File: src/fopb_pkg.sv
// package: flash map, option byte layout and protection constants
package fopb_pkg;
  // ==========================================
  // array geometry
  localparam int FOPB_PAGE_BYTES = 2048;
  localparam int FOPB_MAIN_PAGES = 64;
  localparam int FOPB_REGION_PAGES = 4;
  localparam int FOPB_REGIONS = 16;
  localparam int FOPB_OPT_COUNT = 8;
  // ==========================================
  // address map
  localparam logic [31:0] FOPB_ALIAS_BASE = 32'h0000_0000;
  localparam logic [31:0] FOPB_MAIN_BASE = 32'h0800_0000;
  localparam logic [31:0] FOPB_FACT_BASE = 32'h0804_0000;
  localparam logic [31:0] FOPB_USER_BASE = 32'h0804_0800;
  localparam logic [31:0] FOPB_BOOT_GUARD_END = 32'h0800_1FFF;
  localparam logic [31:0] FOPB_MAIN_SIZE = 32'h0002_0000;
  localparam logic [31:0] FOPB_PAGE_SIZE = 32'h0000_0800;
  // ==========================================
  // option byte offsets (byte address of each half-word)
  localparam logic [31:0] FOPB_READ_PROTECT_OPTION = 32'h0804_0800;
  localparam logic [31:0] FOPB_RESERVED_OPTION_ONE = 32'h0804_0802;
  localparam logic [31:0] FOPB_CUSTOMER_OPTION_TWO = 32'h0804_0804;
  localparam logic [31:0] FOPB_CUSTOMER_OPTION_THREE = 32'h0804_0806;
  localparam logic [31:0] FOPB_WRITE_PROTECT_LOW_REGIONS = 32'h0804_0808;
  localparam logic [31:0] FOPB_WRITE_PROTECT_HIGH_REGIONS = 32'h0804_080A;
  localparam logic [31:0] FOPB_UNUSED_OPTION_SIX = 32'h0804_080C;
  localparam logic [31:0] FOPB_RESERVED_OPTION_SEVEN = 32'h0804_080E;
  localparam logic [2:0] FOPB_IDX_READ_PROT = 3'h0;
  localparam logic [2:0] FOPB_IDX_WP_LOW = 3'h4;
  localparam logic [2:0] FOPB_IDX_WP_HIGH = 3'h5;
  localparam logic [7:0] FOPB_UNLOCK_VALUE = 8'hA5;
  localparam logic [7:0] FOPB_ERASED_BYTE = 8'hFF;
  localparam logic [15:0] FOPB_ERASED_HALF = 16'hFFFF;
  // ==========================================
  // reset-exit loader timing
  localparam logic [3:0] FOPB_LOAD_CYCLES = 4'h8;

  typedef enum logic [2:0]
  {
    FOPB_ST_LOAD_REQ = 3'b000,
    FOPB_ST_LOAD_WAIT = 3'b001,
    FOPB_ST_RUN = 3'b010,
    FOPB_ST_ERROR = 3'b011,
    FOPB_ST_MASS = 3'b100
  } fopb_state_t;

  typedef enum logic [1:0]
  {
    FOPB_OP_NONE = 2'b00,
    FOPB_OP_PROG = 2'b01,
    FOPB_OP_PAGE_ERASE = 2'b10,
    FOPB_OP_MASS_ERASE = 2'b11
  } fopb_op_t;

  // bus request from processor/debugger
  typedef struct packed
  {
    logic valid;
    logic fetch;
    logic [31:0] addr;
  } fopb_bus_req_t;

  // program/erase request
  typedef struct packed
  {
    fopb_op_t op;
    logic [31:0] addr;
    logic [15:0] data;
  } fopb_pe_req_t;

  // command to the array
  typedef struct packed
  {
    logic valid;
    fopb_op_t op;
    logic [1:0] blk;
    logic [16:0] offset;
    logic [15:0] data;
  } fopb_arr_cmd_t;
endpackage

File: src/fopb_top.sv
// flash option byte loader, address mapping and protection logic
`timescale 1ns/1ps
// Function
// - main array 64 pages; info pages one each
// - whole-page erase, aligned half-word program only
// - normal boot aliases main at zero
// - factory page at fixed base, monitor aliases zero
// - user page mapped, instruction fetches refused
// - factory page never programmed in field
// - option upper byte is hardware inverse
// - inverse mismatch at reset exit halts core
// - sixteen four-page regions from bytes 4,5
// - write-protect bits active low
// - protection applies after reset, blocks program/erase
// - read protection off only for 0xA5
// - read protection constant until chip reset
// - debugger connect latches intrusion flag
// - intrusion cleared by chip reset, or by pin reset, detached
// - protection plus intrusion disconnects all flash
// - erasing byte 0 while protected mass-erases main
// - protection guards bottom four pages
// - bytes 2,3 loaded only; 6 ignored; 1,7 reserved
module fopb_top
  import fopb_pkg::*;
(
  // clock and reset
  input wire logic i_core_clk,
  input wire logic i_arst_n,
  input wire logic i_pin_reset,
  // boot mode and debugger
  input wire logic i_monitor_boot,
  input wire logic i_dbg_connected,
  // bus access
  input wire fopb_bus_req_t i_bus_req,
  // program / erase request
  input wire logic i_pe_valid,
  input wire fopb_pe_req_t i_pe_req,
  // array read port for option loading
  input wire logic [15:0] i_arr_rdata,
  input wire logic i_arr_busy,
  // array control
  output fopb_arr_cmd_t o_arr_cmd,
  output logic [2:0] o_opt_rd_idx,
  // bus answer
  output logic o_bus_sel,
  output logic [1:0] o_bus_blk,
  output logic [16:0] o_bus_offset,
  output logic o_bus_err,
  // status
  output logic o_pe_fail,
  output logic o_pe_done,
  output logic o_core_halt,
  output logic o_read_prot,
  output logic o_intrusion,
  output logic o_opt_error,
  output logic [7:0] o_customer_two,
  output logic [7:0] o_customer_three
);
  // ==========================================
  // input synchronisers
  logic [1:0] dbg_sync_ff;
  logic [1:0] pin_sync_ff;
  logic [1:0] mon_sync_ff;
  always_ff @(posedge i_core_clk or negedge i_arst_n)
  begin
    if (!i_arst_n)
    begin
      dbg_sync_ff <= 2'h0;
      pin_sync_ff <= 2'h0;
      mon_sync_ff <= 2'h0;
    end
    else
    begin
      dbg_sync_ff <= {dbg_sync_ff[0], i_dbg_connected};
      pin_sync_ff <= {pin_sync_ff[0], i_pin_reset};
      mon_sync_ff <= {mon_sync_ff[0], i_monitor_boot};
    end
  end
  wire dbg_on = dbg_sync_ff[1];
  wire pin_rst = pin_sync_ff[1];

  // ==========================================
  // option loader
  fopb_state_t state_ff;
  fopb_state_t nxt_state;
  logic [2:0] idx_ff;
  logic [3:0] wait_ff;
  logic [7:0] opt_ff [FOPB_OPT_COUNT];
  logic mismatch_ff;
  logic monitor_ff;
  logic rp_ff;
  logic intr_ff;
  logic mass_go;
  wire inv_ok = (i_arr_rdata[15:8] == ~i_arr_rdata[7:0]);
  wire last_idx = (idx_ff == 3'h7);
  wire wait_done = (wait_ff == FOPB_LOAD_CYCLES);

  always_comb
  begin
    nxt_state = state_ff;
    case (state_ff)
      FOPB_ST_LOAD_REQ: nxt_state = FOPB_ST_LOAD_WAIT;
      FOPB_ST_LOAD_WAIT:
        if (wait_done && last_idx)
          nxt_state = (mismatch_ff || !inv_ok) ? FOPB_ST_ERROR : FOPB_ST_RUN;
        else if (wait_done)
          nxt_state = FOPB_ST_LOAD_REQ;
      FOPB_ST_RUN:
        if (mass_go)
          nxt_state = FOPB_ST_MASS;
      FOPB_ST_MASS:
        // busy only shows a cycle after a command leaves, so wait that out too
        if (!i_arr_busy && !o_arr_cmd.valid)
          nxt_state = FOPB_ST_RUN;
      FOPB_ST_ERROR: nxt_state = FOPB_ST_ERROR;
      default: nxt_state = FOPB_ST_ERROR;
    endcase
  end

  always_ff @(posedge i_core_clk or negedge i_arst_n)
  begin
    if (!i_arst_n)
    begin
      state_ff <= FOPB_ST_LOAD_REQ;
      idx_ff <= 3'h0;
      wait_ff <= 4'h0;
      mismatch_ff <= 1'b0;
      monitor_ff <= 1'b0;
      rp_ff <= 1'b1;
      for (int i = 0; i < FOPB_OPT_COUNT; i++)
        opt_ff[i] <= FOPB_ERASED_BYTE;
    end
    else
    begin
      state_ff <= nxt_state;
      wait_ff <= (state_ff == FOPB_ST_LOAD_WAIT && !wait_done) ? wait_ff + 4'h1 : 4'h0;
      if (state_ff == FOPB_ST_LOAD_REQ)
        monitor_ff <= mon_sync_ff[1];
      if (state_ff == FOPB_ST_LOAD_WAIT && wait_done)
      begin
        opt_ff[idx_ff] <= i_arr_rdata[7:0];
        mismatch_ff <= mismatch_ff | ~inv_ok;
        idx_ff <= idx_ff + 3'h1;
        if (idx_ff == FOPB_IDX_READ_PROT)
          rp_ff <= (i_arr_rdata[7:0] != FOPB_UNLOCK_VALUE);
      end
    end
  end

  // intrusion latch: chip reset, or pin reset with debugger detached, clears it
  always_ff @(posedge i_core_clk or negedge i_arst_n)
  begin
    if (!i_arst_n)
      intr_ff <= 1'b0;
    else if (dbg_on)
      intr_ff <= 1'b1;
    else if (pin_rst)
      intr_ff <= 1'b0;
  end

  // ==========================================
  // address decode
  wire [31:0] ba = i_bus_req.addr;
  wire in_main_hi = (ba >= FOPB_MAIN_BASE) && (ba < FOPB_MAIN_BASE + FOPB_MAIN_SIZE);
  wire in_zero = (ba < FOPB_PAGE_SIZE) || (ba < FOPB_MAIN_SIZE && !monitor_ff);
  wire main_alias = in_zero && !monitor_ff;
  wire fact_alias = (ba < FOPB_PAGE_SIZE) && monitor_ff;
  wire in_fact = ((ba >= FOPB_FACT_BASE) && (ba < FOPB_USER_BASE)) || fact_alias;
  wire in_user = (ba >= FOPB_USER_BASE) && (ba < FOPB_USER_BASE + FOPB_PAGE_SIZE);
  wire in_main = in_main_hi || main_alias;
  wire running = (state_ff == FOPB_ST_RUN);
  wire flash_cut = rp_ff && intr_ff;
  wire fetch_bad = in_user && i_bus_req.fetch;
  wire hit = in_main || in_fact || in_user;
  wire bus_ok = i_bus_req.valid && hit && running && !flash_cut && !fetch_bad;
  wire [1:0] blk = in_main ? 2'h0 : (in_fact ? 2'h1 : 2'h2);
  wire [16:0] boff = in_main ? ba[16:0] : {6'h00, ba[10:0]};

  // ==========================================
  // program / erase checks
  wire [31:0] pa = i_pe_req.addr;
  wire p_main = (pa >= FOPB_MAIN_BASE) && (pa < FOPB_MAIN_BASE + FOPB_MAIN_SIZE);
  wire p_fact = (pa >= FOPB_FACT_BASE) && (pa < FOPB_USER_BASE);
  wire p_user = (pa >= FOPB_USER_BASE) && (pa < FOPB_USER_BASE + FOPB_PAGE_SIZE);
  wire [3:0] region = pa[16:13];
  wire [15:0] wp_n = {opt_ff[FOPB_IDX_WP_HIGH], opt_ff[FOPB_IDX_WP_LOW]};
  wire region_wp = !wp_n[region];
  wire boot_guard = rp_ff && (pa <= FOPB_BOOT_GUARD_END);
  wire is_prog = (i_pe_req.op == FOPB_OP_PROG);
  wire is_erase = (i_pe_req.op == FOPB_OP_PAGE_ERASE);
  wire misalign = is_prog && pa[0];
  wire bad_op = !(is_prog || is_erase);
  wire opt_area = p_user && (pa[10:0] < 11'h010);
  wire main_locked = p_main && (region_wp || boot_guard);
  wire pe_ok = running && !flash_cut && (p_main || p_user) && !p_fact &&
               !misalign && !bad_op && !main_locked;
  wire opt0_erase = pe_ok && is_erase && opt_area; // page holding byte 0
  assign mass_go = i_pe_valid && opt0_erase && rp_ff;
  // upper byte of option-area writes always regenerated from the data byte
  wire [15:0] wdata = opt_area ? {~i_pe_req.data[7:0], i_pe_req.data[7:0]} : i_pe_req.data;
  wire [16:0] poff = p_main ? pa[16:0] : {6'h00, pa[10:0]};

  fopb_arr_cmd_t nxt_cmd;
  always_comb
  begin
    nxt_cmd = '0;
    if (state_ff == FOPB_ST_MASS && !i_arr_busy && !o_arr_cmd.valid)
    begin
      nxt_cmd.valid = 1'b1;
      nxt_cmd.op = FOPB_OP_MASS_ERASE;
    end
    else if (i_pe_valid && pe_ok)
    begin
      nxt_cmd.valid = 1'b1;
      nxt_cmd.op = i_pe_req.op;
      nxt_cmd.blk = p_main ? 2'h0 : 2'h2;
      nxt_cmd.offset = is_erase ? (poff & ~17'h007FF) : poff;
      nxt_cmd.data = wdata;
    end
  end

  // ==========================================
  // output registers
  always_ff @(posedge i_core_clk or negedge i_arst_n)
  begin
    if (!i_arst_n)
    begin
      o_arr_cmd <= '0;
      o_bus_sel <= 1'b0;
      o_bus_blk <= 2'h0;
      o_bus_offset <= 17'h00000;
      o_bus_err <= 1'b0;
      o_pe_fail <= 1'b0;
      o_pe_done <= 1'b0;
    end
    else
    begin
      o_arr_cmd <= nxt_cmd;
      o_bus_sel <= bus_ok;
      o_bus_blk <= blk;
      o_bus_offset <= boff;
      o_bus_err <= i_bus_req.valid && !bus_ok;
      o_pe_fail <= i_pe_valid && !pe_ok;
      o_pe_done <= i_pe_valid && pe_ok;
    end
  end

  always_ff @(posedge i_core_clk or negedge i_arst_n)
  begin
    if (!i_arst_n)
    begin
      o_core_halt <= 1'b1;
      o_read_prot <= 1'b1;
      o_intrusion <= 1'b0;
      o_opt_error <= 1'b0;
      o_opt_rd_idx <= 3'h0;
      o_customer_two <= FOPB_ERASED_BYTE;
      o_customer_three <= FOPB_ERASED_BYTE;
    end
    else
    begin
      o_core_halt <= (nxt_state != FOPB_ST_RUN) || (rp_ff && intr_ff);
      o_read_prot <= rp_ff;
      o_intrusion <= intr_ff;
      o_opt_error <= (nxt_state == FOPB_ST_ERROR);
      o_opt_rd_idx <= idx_ff;
      o_customer_two <= opt_ff[2];
      o_customer_three <= opt_ff[3];
    end
  end

  // ==========================================
  // checks
  fopb_err_a: assert property (@(posedge i_core_clk) disable iff (!i_arst_n)
    (state_ff == FOPB_ST_ERROR) |=> o_core_halt && o_opt_error)
    else $error("option error does not halt core");
  intr_hold_a: assert property (@(posedge i_core_clk) disable iff (!i_arst_n)
    $fell(intr_ff) |-> $past(pin_rst) && !$past(dbg_on))
    else $error("intrusion cleared without pin reset");
  flash_cut_a: assert property (@(posedge i_core_clk) disable iff (!i_arst_n)
    flash_cut |=> !o_bus_sel)
    else $error("flash reachable while cut off");
  user_fetch_a: assert property (@(posedge i_core_clk) disable iff (!i_arst_n)
    (i_bus_req.valid && fetch_bad) |=> o_bus_err && !o_bus_sel)
    else $error("fetch from user page allowed");
  rp_const_a: assert property (@(posedge i_core_clk) disable iff (!i_arst_n)
    (state_ff == FOPB_ST_RUN) |=> $stable(rp_ff))
    else $error("read protection changed while running");
  wp_block_a: assert property (@(posedge i_core_clk) disable iff (!i_arst_n)
    (i_pe_valid && main_locked && state_ff == FOPB_ST_RUN) |=> o_pe_fail && !o_pe_done)
    else $error("protected region accepted");
  boot_guard_a: assert property (@(posedge i_core_clk) disable iff (!i_arst_n)
    (i_pe_valid && rp_ff && p_main && pa <= FOPB_BOOT_GUARD_END) |=> o_pe_fail)
    else $error("bottom pages writable under read protection");
  fact_prog_a: assert property (@(posedge i_core_clk) disable iff (!i_arst_n)
    (i_pe_valid && p_fact) |=> o_pe_fail)
    else $error("factory page written");
  inv_gen_a: assert property (@(posedge i_core_clk) disable iff (!i_arst_n)
    (nxt_cmd.valid && nxt_cmd.op == FOPB_OP_PROG && opt_area && state_ff == FOPB_ST_RUN)
    |=> o_arr_cmd.data[15:8] == ~o_arr_cmd.data[7:0])
    else $error("option inverse not generated");
  mass_a: assert property (@(posedge i_core_clk) disable iff (!i_arst_n)
    mass_go |=> ##[0:20] (o_arr_cmd.valid && o_arr_cmd.op == FOPB_OP_MASS_ERASE))
    else $error("mass erase not issued");
  run_c: cover property (@(posedge i_core_clk) disable iff (!i_arst_n)
    state_ff == FOPB_ST_RUN);
  mass_c: cover property (@(posedge i_core_clk) disable iff (!i_arst_n) mass_go);
  cut_c: cover property (@(posedge i_core_clk) disable iff (!i_arst_n) flash_cut);
endmodule

File: config.mk
export PLATFORM = sky130hd
export DESIGN_NAME = fopb_top
export DESIGN_NICKNAME = d
export VERILOG_FILES = /design/src/fopb_pkg.sv /design/src/fopb_top.sv
export SDC_FILE = /design/constraint.sdc
export NUM_CORES = 1
export LEC_CHECK = 0
export BUFFER_PORTS_ARGS = -buffer_cell sky130_fd_sc_hd__buf_2
export CORE_MARGIN = 5
export CORE_UTILIZATION = 28
export CTS_BUF_LIST = sky130_fd_sc_hd__clkbuf_16
export CTS_CLUSTER_DIAMETER = 200
export DETAILED_ROUTE_END_ITERATION = 12
export GPL_TIMING_DRIVEN = 0
export SLEW_MARGIN = 10
export SYNTH_ARGS = -nofsm -noshare
export SYNTH_HDL_FRONTEND = slang
export SYNTH_SLANG_ARGS = --single-unit
export TNS_END_PERCENT = 50
File: constraint.sdc
create_clock -name i_core_clk -period 2.25 [get_ports i_core_clk]
set_clock_uncertainty 0.05 [all_clocks]
set_input_delay 0.1125 -clock i_core_clk [delete_from_list [all_inputs] [get_ports i_core_clk]]
set_output_delay 0.1125 -clock i_core_clk [all_outputs]
set_load 0.01 [all_outputs]
==> results.json <==
{
  "period_minus_slack_ps": 2160,
  "leakagePower_nw": 3.87,
  "cp.arrival_ps": 2430,
  "crit_chain": "dlygate4sd3_1 > buf_2 > ha_1 > a21oi_2 > nand4_1 > buf_4 > nor4b_4 > a31oi_4 > buf_6 > nor3b_4",
  "synthArstFlopShare": 1.00,
  "path_delay_family": "buffers and inverters",
  "synth-simple-area-share": 0.141,
  "htreeDepth": 4,
  "die_y_um": 149,
  "path_buf_inv": 4,
  "power.density_nw_per_um2": 711,
  "multi_input_area_um2": 1810,
  "drc": 0,
  "postPlaceCellArea_um2": 6670,
  "hold_violations": 0,
  "ys_warn_count": 0,
  "dr_total_vias": 4039,
  "hold_ws_ps": 27.7,
  "synth_compound_area_frac": 0.0410,
  "worst_slew_pin_slew_ps": 677,
  "ys_types": 55,
  "syn_avg_cell_area_um2": 13.8,
  "clock-sinks": 135,
  "core_um2": 18800,
  "relSlewSlack": 0.545,
  "wl_um": 14600,
  "clock_latency_ps": 410,
  "slowest_stage": "dlygate4sd3_1",
  "cts_tree": "yes",
  "cts_buffers": 17,
  "io_pins": 191,
  "synth_top_family_by_area": "simple AND/OR/NAND/NOR gates",
  "numPortBuffers": 188,
  "max_stage_delay_ps": 530,
  "die_w_um": 149,
  "cp.required_ps": 2520,
  "synth-edff-count": 0,
  "mappedNetlistNets": 504,
  "most-common-layout-cells": "buf_2, dfrtp_1, dlygate4sd3_1",
  "diodes": 0,
  "drv_slew": 0,
  "utilization": 0.423,
  "num-fill-cells": 1784,
  "ant_nets": 0,
  "routedWlPerCell_um": 15.6,
  "vdd_ir_drop_max_mv": 0.517,
  "cap_viol_max_count": 0,
  "cp-end-kind": "register",
  "drtIter0Drc": 105,
  "grt_start_max_net_pins": 83,
  "root_buffer": "clkbuf_16",
  "initial_core_util": 0.285,
  "grt_pass1_vias": 4478,
  "setup.worst_path.class": "input pin to register",
  "via_per_inst": 4.31,
  "stdcell_area_um2": 7960,
  "grt_use_total": 0.135,
  "rows": 50,
  "synth_fa_ha_area_frac": 0.0163,
  "clockBufferDepth": 2,
  "setup_viol_count_final": 0,
  "syn2layout_area_growth_pct": 48.2,
  "clkSlewWorstSetupHoldPaths_ps": 60,
  "netlist_instances": 390,
  "period_share": 0.960,
  "cp_max_fo": 10,
  "min_path_type": "input pin to register",
  "place.gp.congestion": 0.736,
  "hpwlAfterDp_um": 10600,
  "synth_area_um2": 5370,
  "grt_pass1_wl_um": 23200,
  "dieArea_um2": 22100,
  "final_layout_size_suffix_gt1_frac": 0.492,
  "fmax_ghz": 0.463,
  "grt_antenna_before_repair": 1,
  "layout_commonest_cell": "buf_2",
  "synthXorXnorAreaFrac": 0.0179,
  "muxShareOfSynthArea": 0.109,
  "seqCellArea_um2": 3440,
  "rsz0062_at_grt": "true",
  "ys.flop_type": "dfrtp_1",
  "first_pass_iters": 4,
  "cp-start-kind": "input pin",
  "outcome": "complete, no violations",
  "grt.overflow.total": 0,
  "ys_ff_latch": 135,
  "fin_nets": 778,
  "ys_seq_area_frac": 0.641
}
[synthesized netlist by cell type (4+ instances only)]
cell type / instances / area, µm²
nor4_1: 8 / 50.1
nor2_1: 24 / 90.1
ha_1: 7 / 87.6
inv_1: 28 / 105
dfrtp_1: 84 / 2100
mux2i_1: 16 / 160
nand4_1: 5 / 31.3
nand2_1: 9 / 33.8
buf_2: 8 / 40.0
a21oi_1: 11 / 55.1
dfstp_2: 51 / 1340
and3_1: 8 / 50.1
o21ai_0: 4 / 20.0
mux2_2: 33 / 372
nor3b_1: 5 / 37.5
xnor2_1: 10 / 87.6
nor3_1: 14 / 70.1
nor3b_2: 8 / 100
nand3_1: 4 / 20.0
[worst register-to-register path: cells and delay by family (launching register included)]
kind | cells | cell delay [ps]
AOI/OAI and AO/OA | 2 | 280
buffers and inverters | 3 | 590
DFF | 1 | 360
and+or+nand+nor | 3 | 740
[path summary, 6_finish.rpt]
check,startpoint,to,slack [ps],cells after the start
worst max-delay path,i_pe_req[49],o_arr_cmd[25],90,10
worst min-delay path,i_arr_rdata[7],opt_ff[39],30,2
worst max register to register,state_ff[2],o_arr_cmd[25],140,8
worst min register to register,pin_sync_ff[0],pin_sync_ff[1],300,0
max in group asynchronous,i_arst_n,o_core_halt,1190,3
min in group asynchronous,i_arst_n,o_arr_cmd[28],200,2
[layer usage]
metal	up-vias	GRT usage	wire (µm)
li1	1909	-	-
met1	1966	0.158	6090
met2	141	0.229	7260
met3	21	0.0512	1070
met4	2	0.0434	208
met5	-	0	20
[where the power goes]
group          internal, W  switching, W  total, W
logic             0.000234      0.000214  0.000448
clock network      0.00170      0.000984   0.00269
registers          0.00250     0.0000244   0.00253
total              0.00444       0.00122   0.00566
[state kept, by name, indices dropped and copies added (netlist names), 2 cells and up]
register and count:
o_arr_cmd 37, o_opt_rd_idx 3, idx_ff 3, o_customer_three 8, pin_sync_ff 2, opt_ff 32, dbg_sync_ff 2, o_bus_blk 2
o_bus_offset 17, state_ff 3, mon_sync_ff 2, wait_ff 4, o_customer_two 8
[layout make-up]
cell class | instances | area share
Buffer | 12 | 0.00990
Clock buffer | 17 | 0.0534
Clock inverter | 15 | 0.0181
Inverter | 28 | 0.0132
Multi-Input combinational cell | 215 | 0.227
Sequential cell | 135 | 0.432
Tap cell | 260 | 0.0408
Timing Repair Buffer | 255 | 0.205
[cells by family (layout without fill, tap and decap cells)]
| logic type | after synthesis | count (layout) |
|---|---|---|
| AOI/OAI and AO/OA | 33 | 33 |
| xor gates and xnor gates | 11 | 11 |
| adders and majority gates | 7 | 7 |
| buffers and inverters | 40 | 327 |
| DFF | 135 | 135 |
| muxes | 53 | 53 |
| other | 1 | 1 |
| and+or+nand+nor | 110 | 110 |
[stage by stage]
stage                     TNS [ps]  std cells  setup WS (ps)  total power [W]
after floorplan                  0        390            327          0.00269
after global placement      -58320        838           -674          0.00290
after detailed placement     -2640        839           -224          0.00292
after CTS                        0        937           7.94          0.00574
after global routing         -42.8        937          -42.8          0.00591
final                            0        937           90.3          0.00566
[what timing repair did]
action / 4_1_cts / 5_1_grt
pin swaps: 1 / 1
endpoints found under the hold margin: 126 / 0
buffers inserted: 1 / 0
gates resized for setup: 6 / 5
endpoints found under the setup margin: 21 / 21
hold buffers: 65 / 0
(Power assumes the default switching activity.)
